[src/design/kbsl_pkg.sv]
// Package for the keyboard event serial link: constants and types.
// Assumes a single 50 MHz clock domain and no software-visible registers.
package kbsl_pkg;

  // Clock period in nanoseconds.
  localparam int CLK_PERIOD_NS = 20;

  // Serial word layout: eight data bits then one stop bit.
  localparam int WORD_BITS  = 9;
  localparam int DATA_BITS  = 8;
  localparam int KEY_BITS   = 7;
  localparam int STATE_POS  = 7;
  localparam logic STOP_VAL = 1'b1;

  // Key state values carried in the top data bit.
  localparam logic KEY_CLOSE = 1'b1;
  localparam logic KEY_OPEN  = 1'b0;

  // Default geometry and time-out.
  localparam int NUM_KEYS_DEF  = 128;
  localparam int QUEUE_DEF     = 16;
  localparam int TIMEOUT_US    = 1000;
  localparam int TIMEOUT_CYC   = TIMEOUT_US * 1000 / CLK_PERIOD_NS;
  localparam int RETRY_US      = 10;
  localparam int RETRY_CYC     = RETRY_US * 1000 / CLK_PERIOD_NS;

  // Reset values.
  localparam logic [3:0] BIT_IDX_RST = 4'h0;

  // Transmitter states.
  typedef enum logic [2:0] {
    KBSL_IDLE   = 3'b000,
    KBSL_PRES   = 3'b001,
    KBSL_WACK   = 3'b010,
    KBSL_WREL   = 3'b011,
    KBSL_BACKOF = 3'b100
  } kbsl_tx_st_t;

endpackage : kbsl_pkg

[src/design/kbsl_sync.sv]
// Two-flop synchroniser for a single level from outside the clock domain.
// Assumes the input is a slow level; the first flop feeds only the second.
`timescale 1ns/100ps
`default_nettype none
module kbsl_sync
  import kbsl_pkg::*;
(
  // Clock and reset
  input  wire logic ref_clk,
  input  wire logic arst_n,
  // Level in and out
  input  wire logic d,
  output logic      q
);

  typedef struct packed {
    logic s1;
    logic s2;
  } kbsl_sync_st_t;

  kbsl_sync_st_t st;
  kbsl_sync_st_t next_st;

  // Shift the level through two stages.
  always_comb begin
    next_st    = st;
    next_st.s1 = d;
    next_st.s2 = st.s1;
  end

  // Register the state.
  always_ff @(posedge ref_clk or negedge arst_n) begin
    if (!arst_n) begin
      st <= '0;
    end else begin
      st <= next_st;
    end
  end

  assign q = st.s2;

endmodule : kbsl_sync
`default_nettype wire

[src/design/kbsl_queue.sv]
// Event queue: first-in first-out store of pending key events.
// Assumes push and pop come from logic on the same clock.
`timescale 1ns/100ps
`default_nettype none
module kbsl_queue
  import kbsl_pkg::*;
#(
  parameter int WIDTH = DATA_BITS,
  parameter int DEPTH = QUEUE_DEF
) (
  // Clock and reset
  input  wire logic             ref_clk,
  input  wire logic             arst_n,
  // Write side
  input  wire logic             push,
  input  wire logic [WIDTH-1:0] wdata,
  // Read side
  input  wire logic             pop,
  output logic      [WIDTH-1:0] rdata,
  // Status
  output logic                  empty,
  output logic                  full
);

  localparam int AW = $clog2(DEPTH);

  typedef struct packed {
    logic [AW-1:0] wptr;
    logic [AW-1:0] rptr;
    logic [AW:0]   count;
  } kbsl_q_st_t;

  kbsl_q_st_t       st;
  kbsl_q_st_t       next_st;
  logic [WIDTH-1:0] mem [DEPTH];
  logic             do_push;
  logic             do_pop;

  // A push into a full queue is dropped; the caller holds off before that.
  assign do_push = push && !full;
  assign do_pop  = pop && !empty;
  assign empty   = (st.count == '0);
  assign full    = (st.count == (AW+1)'(DEPTH));
  assign rdata   = mem[st.rptr];

  // Advance pointers and occupancy.
  always_comb begin
    next_st = st;
    if (do_push) begin
      next_st.wptr = (st.wptr == AW'(DEPTH-1)) ? '0 : st.wptr + 1'b1;
    end
    if (do_pop) begin
      next_st.rptr = (st.rptr == AW'(DEPTH-1)) ? '0 : st.rptr + 1'b1;
    end
    next_st.count = st.count + (AW+1)'(do_push) - (AW+1)'(do_pop);
  end

  // Register the state.
  always_ff @(posedge ref_clk or negedge arst_n) begin
    if (!arst_n) begin
      st <= '0;
    end else begin
      st <= next_st;
    end
  end

  // Storage needs no reset; only written slots are read.
  always_ff @(posedge ref_clk) begin
    if (do_push) begin
      mem[st.wptr] <= wdata;
    end
  end

endmodule : kbsl_queue
`default_nettype wire

[src/design/kbsl_top.sv]
// Keyboard scanner and serial event transmitter toward the host.
// Assumes a 50 MHz ref_clk; key levels and the acknowledge arrive asynchronously.
// How it works
// - Each event leaves as one nine-bit serial word.
// - Data bits go out least significant bit first.
// - The ninth bit is a stop bit after the data.
// - Top data bit carries key state, close or open.
// - Low seven data bits carry the key number.
// - The scanner visits every key continually to spot changes.
// - Press and release each give an event, any key count.
// - Only raw key number and state are sent, no meaning.
// - Pending events wait in a queue while the host is busy.
// - Bits appear serially on a dedicated data line.
// - A ready line tells the host a bit is available.
// - A full queue holds off scanning so no event is lost.
// - A missing acknowledge times out and the word is resent.
`timescale 1ns/100ps
`default_nettype none
module kbsl_top
  import kbsl_pkg::*;
#(
  parameter int NUM_KEYS    = NUM_KEYS_DEF,
  parameter int QUEUE_DEPTH = QUEUE_DEF,
  parameter int TIMEOUT     = TIMEOUT_CYC,
  parameter int RETRY_GAP   = RETRY_CYC
) (
  // Clock and reset
  input  wire logic                ref_clk,
  input  wire logic                arst_n,
  // Key matrix levels, high while a key is closed
  input  wire logic [NUM_KEYS-1:0] key_closed,
  // Serial link
  output logic                     ser_data,
  output logic                     ser_ready,
  input  wire logic                ser_ack,
  // Status
  output logic                     hold_off
);

  localparam int KW = $clog2(NUM_KEYS);
  // The timer also counts the retry pause, so it is sized for the longer of the two waits.
  localparam int TW = $clog2(((TIMEOUT > RETRY_GAP) ? TIMEOUT : RETRY_GAP) + 1);

  typedef struct packed {
    logic [KW-1:0]  scan_idx;
    logic [NUM_KEYS-1:0] known;
    kbsl_tx_st_t    tx;
    logic [3:0]     bit_idx;
    logic [TW-1:0]  timer;
    logic           data;
    logic           ready;
    logic           hold;
  } kbsl_st_t;

  kbsl_st_t          st;
  kbsl_st_t          next_st;
  logic [NUM_KEYS-1:0] key_s;
  logic              ack_s;
  logic              q_push;
  logic              q_pop;
  logic [DATA_BITS-1:0] q_wdata;
  logic [DATA_BITS-1:0] q_rdata;
  logic              q_empty;
  logic              q_full;
  logic              key_now;
  logic              changed;
  logic [WORD_BITS-1:0] word;

  // Every key level passes two flops before the scanner reads it.
  genvar gk;
  generate
    for (gk = 0; gk < NUM_KEYS; gk++) begin : g_key
      kbsl_sync u_sync (
        .ref_clk (ref_clk),
        .arst_n  (arst_n),
        .d       (key_closed[gk]),
        .q       (key_s[gk])
      );
    end
  endgenerate

  kbsl_sync u_ack_sync (
    .ref_clk (ref_clk),
    .arst_n  (arst_n),
    .d       (ser_ack),
    .q       (ack_s)
  );

  kbsl_queue #(
    .WIDTH (DATA_BITS),
    .DEPTH (QUEUE_DEPTH)
  ) u_queue (
    .ref_clk (ref_clk),
    .arst_n  (arst_n),
    .push    (q_push),
    .wdata   (q_wdata),
    .pop     (q_pop),
    .rdata   (q_rdata),
    .empty   (q_empty),
    .full    (q_full)
  );

  // Scanner compares the current key with its last reported state.
  assign key_now = key_s[st.scan_idx];
  assign changed = (key_now != st.known[st.scan_idx]);
  // Event byte holds state on top and key number below; no key meaning is applied.
  assign q_wdata = {key_now ? KEY_CLOSE : KEY_OPEN, KEY_BITS'(st.scan_idx)};
  // A change is queued only when room exists; otherwise the scanner waits on it.
  assign q_push  = changed && !q_full && !st.hold;
  // Word is data LSB first then the stop bit.
  assign word    = {STOP_VAL, q_rdata};
  // The head leaves only after the stop bit is acknowledged.
  assign q_pop   = (st.tx == KBSL_WREL) && !ack_s && (st.bit_idx == 4'(WORD_BITS - 1));

  // Scanning, hold-off and the bit-level handshake.
  always_comb begin
    next_st = st;
    // Hold-off while the queue is full so no change is ever dropped.
    next_st.hold = q_full;
    // Stay on a changed key that could not be queued, else advance.
    if (!changed || q_push) begin
      next_st.scan_idx = (st.scan_idx == KW'(NUM_KEYS - 1)) ? '0 : st.scan_idx + 1'b1;
    end
    if (q_push) begin
      next_st.known[st.scan_idx] = key_now;
    end
    case (st.tx)
      KBSL_IDLE: begin
        next_st.ready   = 1'b0;
        next_st.bit_idx = BIT_IDX_RST;
        if (!q_empty && !ack_s) begin
          next_st.data = word[0];
          next_st.tx   = KBSL_PRES;
        end
      end
      KBSL_PRES: begin
        // Data was set a cycle earlier, so it is settled when ready rises.
        next_st.ready = 1'b1;
        next_st.timer = '0;
        next_st.tx    = KBSL_WACK;
      end
      KBSL_WACK: begin
        next_st.timer = st.timer + 1'b1;
        if (ack_s) begin
          next_st.ready = 1'b0;
          next_st.timer = '0;
          next_st.tx    = KBSL_WREL;
        end else if (st.timer == TW'(TIMEOUT)) begin
          // No answer: drop ready, pause and restart the word from bit 0.
          next_st.ready = 1'b0;
          next_st.timer = '0;
          next_st.tx    = KBSL_BACKOF;
        end
      end
      KBSL_WREL: begin
        // Wait for acknowledge to fall before the next bit; a stuck line times out too.
        next_st.timer = st.timer + 1'b1;
        if (!ack_s) begin
          next_st.timer = '0;
          if (st.bit_idx == 4'(WORD_BITS - 1)) begin
            next_st.tx = KBSL_IDLE;
          end else begin
            next_st.bit_idx = st.bit_idx + 4'h1;
            next_st.data    = word[st.bit_idx + 4'h1];
            next_st.tx      = KBSL_PRES;
          end
        end else if (st.timer == TW'(TIMEOUT)) begin
          next_st.timer = '0;
          next_st.tx    = KBSL_BACKOF;
        end
      end
      KBSL_BACKOF: begin
        next_st.timer = st.timer + 1'b1;
        if (st.timer >= TW'(RETRY_GAP)) begin
          next_st.timer = '0;
          next_st.tx    = KBSL_IDLE;
        end
      end
      default: begin
        next_st.tx = KBSL_IDLE;
      end
    endcase
  end

  // Register the state.
  always_ff @(posedge ref_clk or negedge arst_n) begin
    if (!arst_n) begin
      st <= '0;
    end else begin
      st <= next_st;
    end
  end

  assign ser_data  = st.data;
  assign ser_ready = st.ready;
  assign hold_off  = st.hold;
endmodule : kbsl_top
`default_nettype wire

[config.mk]
export PLATFORM = sky130hd
export DESIGN_NAME = kbsl_top
export DESIGN_NICKNAME = d
export VERILOG_FILES = /design/src/design/kbsl_pkg.sv /design/src/design/kbsl_sync.sv /design/src/design/kbsl_queue.sv /design/src/design/kbsl_top.sv
export SDC_FILE = /design/constraint.sdc
export NUM_CORES = 1
export LEC_CHECK = 0
export ABC_AREA = 1
export BUFFER_PORTS_ARGS = -buffer_cell sky130_fd_sc_hd__buf_2
export CAP_MARGIN = 5
export CORE_AREA = 2 2 198 200
export CTS_CLUSTER_DIAMETER = 80
export DETAILED_ROUTE_END_ITERATION = 12
export DIE_AREA = 0 0 200 202
export PLACE_DENSITY_LB_ADDON = 0.05
export SLEW_MARGIN = 20
export SYNTH_ARGS = -nofsm -noshare
export SYNTH_HDL_FRONTEND = slang
export SYNTH_HIERARCHICAL = 1
export SYNTH_SLANG_ARGS = --single-unit
[constraint.sdc]
create_clock -name ref_clk -period 7.1 [get_ports ref_clk]
set_input_delay 0.71 -clock ref_clk [delete_from_list [all_inputs] [get_ports ref_clk]]
set_output_delay 0.71 -clock ref_clk [all_outputs]
set_load 0.005 [all_outputs]
==> impl_metrics.env <==
export IMPL_cp_top_family="simple AND/OR/NAND/NOR gates"
export IMPL_core_um2=38300
export IMPL_worst_ep_arrival_time_ns=5.73
export IMPL_fin_skew_ns=0.0216
export IMPL_grt_use_total_pct=31.3
export IMPL_fin_area_um2=27400
export IMPL_dr_first_iter_drc_count=1984
export IMPL_reg2reg_from="q_wdata[0]"
export IMPL_post_cts_buffers=0
export IMPL_drc=0
export IMPL_num_fill_cells=2931
export IMPL_worstMarginPinSlew_ns=1.32
export IMPL_syn_nets=2982
export IMPL_ir_drop_uv=378
export IMPL_r2r_slack_ns=1.91
export IMPL_clock_latency_ns=0.63
export IMPL_yosys_warnings=6
export IMPL_leakage_nw=13.6
export IMPL_grt_pass1_vias=19300
export IMPL_dp_cells=3354
export IMPL_syn2layout_area_growth_pct=11.5
export IMPL_holdWs_ns=-0.00911
export IMPL_synth_area_um2=24500
export IMPL_grt_max_degree=258
export IMPL_syn_area_per_cell_um2=8.66
export IMPL_end_kind="flip-flop"
export IMPL_drtPass1Iterations=6
export IMPL_gp_congestion=0.892
export IMPL_fin_crit_sh_pct=73.0
export IMPL_finalSetupViolations=0
export IMPL_synth_top_cell_area_share_pct=44.1
export IMPL_htreeDepth=2
export IMPL_drt_wl_total_um=60300
export IMPL_slowest_delay_ns=0.73
export IMPL_violations="negative hold slack"
export IMPL_cp_required_ns=7.64
export IMPL_clk_pin_slew_worst_paths_ns=0.06
export IMPL_clockRootBuffer="clkbuf_16"
export IMPL_synthCells=2833
export IMPL_path_class="flip-flop to flip-flop"
export IMPL_fin_crit_ns=5.19
export IMPL_final_util_pct=71.4
export IMPL_finalMaxSlewViolations=0
export IMPL_min_path_type="primary input to asynchronous set/reset pin"
export IMPL_synth_edf_count=128
export IMPL_synth_common_cells="nand2_1 (1140), dfrtp_1 (432), nand3_1 (253), inv_1 (221), nor2_1 (213)"
export IMPL_yosys_cell_types_count=38
export IMPL_cts_resized_gates=0
export IMPL_worstReg2RegEnd="u_queue/st[4]"
export IMPL_synth_seq_cells=560
export IMPL_yosys_area_top_type="dfrtp_1"
export IMPL_die_h_um=202
export IMPL_post_synth_top_count_cell="nand2_1"
export IMPL_cts_buffer_depth=3
export IMPL_dieArea_um2=40400
export IMPL_avgRoutedWirePerCell_um=17.4
export IMPL_fin_tns_setup_ns=0
export IMPL_synthTopCellsByArea="dfrtp_1 (44%), nand2_1 (17%), edfxtp_1 (16%)"
export IMPL_placed_area_um2=25300
export IMPL_hold_viol=18
export IMPL_start_kind="flip-flop"
export IMPL_status="finished with violations"
export IMPL_synthFlopType="dfrtp_1"
export IMPL_antenna_found_initial=1
export IMPL_grt_ovfl_total=0
export IMPL_dp_hpwl_um=34600
export IMPL_grt_pass1_wl_um=99000
export IMPL_fin_nets=3043
export IMPL_maxSlewHeadroom_pct=11.7
export IMPL_cts_hold_buffers=0
export IMPL_die_w_um=200
export IMPL_ant_nets=0
export IMPL_p_per_area_nw_per_um2=415
export IMPL_clkSinkCount=560
export IMPL_cp_buffers_inverters=4
export IMPL_numCtsBuffers=55
export IMPL_fmax_ghz=0.193
export IMPL_yosysSeqAreaShare_pct=59.7
export IMPL_reg2reg_depth=26
export IMPL_ys_async_sr_fraction_pct=77.1
export IMPL_cp_common_cell="nand2_1"
export IMPL_crit_slowest_cell="buf_4"
export IMPL_critPathMaxFanout=63
export IMPL_via_count=19400
export IMPL_num_rows=72
export IMPL_numPortBuffers=133
export IMPL_via_per_inst=5.60
export IMPL_start_util_pct=64.1
export IMPL_io_pins=134
export IMPL_drv_cap=0
export IMPL_rsz0062_at_grt="false"
export IMPL_drive_above_1_share_pct=9.42
export IMPL_cts_tree="built"
export IMPL_final_cells=3458
==> power breakdown <==
| group | leakage, nW | total (mW) | internal (mW) | switching, mW |
|---|---|---|---|---|
| Combinational | 6.05 | 3.95 | 0.832 | 3.11 |
| Clock | 0.995 | 3.16 | 1.90 | 1.26 |
| Sequential | 6.51 | 4.23 | 3.88 | 0.350 |
==> through the flow <==
step / power [mW] / setup slack, ns
floorplan: 7.11 / 3.67
global placement: 8.05 / 2.11
detailed placement: 8.12 / 2.01
CTS: 11.3 / 1.99
global route: 12.0 / 1.56
finish: 11.3 / 1.91
==> routing by layer <==
| metal | GRT usage [%] | wire length (um) | vias up |
|---|---|---|---|
| li1 | - | - | 9149 |
| met2 | 51.5 | 29600 | 787 |
| met4 | 15.2 | 2580 | 0 |
| met5 | 0 | 0 | - |
| met1 | 41.5 | 24000 | 9250 |
| met3 | 4.00 | 4030 | 171 |
==> logic make-up after synthesis <==
logic type | share of synthesized area, %
adder cells (fa/ha/maj) | 0.949
flip-flops | 59.7
AO/OA/AOI/OAI | 1.95
AND/OR/NAND/NOR | 30.0
multiplexers | 0.0408
XOR/XNOR | 0.536
buffers and inverters | 6.76
==> state kept, by name (all words and copies together), names as in the netlist <==
register / count
ser_data: 1
u_ack_sync/next_st: 1
st: 151
g_key.u_sync/q: 128
u_queue/st: 13
u_queue/mem: 128
u_ack_sync/q: 1
ser_ready: 1
q_wdata: 7
g_key.u_sync/next_st: 128
hold_off: 1
==> cells in the final DEF, fill, tap and decap left out, types with 2 or more instances in the layout <==
master,instances
nand2_1,1139
o31ai_1,2
inv_1,221
nand3_1,253
clkinv_4,4
o211ai_1,14
bufinv_16,8
clkbuf_1,6
or2_1,10
nor3_1,11
o22ai_1,4
o21ai_1,18
nor2_2,3
a311oi_1,3
o21ai_0,25
xor2_1,14
buf_2,132
nor2_1,212
a21oi_1,10
buf_12,2
dfrtp_2,2
or2_2,3
nand4_1,133
inv_2,9
clkinv_2,12
clkbuf_16,57
ha_1,17
nand2_4,2
nor2_4,2
edfxtp_1,128
nor4_1,3
clkbuf_8,13
buf_4,21
dfrtp_1,429
==> how the worst max path moves through the flow <==
stage,start,end,slack [ns],cells past startpoint
finish,q_wdata[0],u_queue/st[4],1.91,26
global route,q_wdata[0],u_queue/st[4],1.56,26
CTS,q_wdata[0],u_queue/st[4],1.99,26
detailed placement,q_wdata[0],u_queue/st[4],2.01,26
global placement,q_wdata[0],u_queue/st[4],2.11,26
floorplan,q_wdata[1],u_queue/st[4],3.67,24
==> cell type report <==
cell class / instances / area (um^2) / area share, %
flip-flops and latches: 560 / 14700 / 53.6
multi-input cells: 1887 / 8250 / 30.2
clock buffers: 76 / 1630 / 5.95
repair buffers: 157 / 901 / 3.29
inverters: 233 / 877 / 3.21
well taps: 518 / 648 / 2.37
clock inverters: 26 / 388 / 1.42
diodes: 1 / 2.50 / 0.00915
No activity file was read; power rests on OpenSTA's default activity.
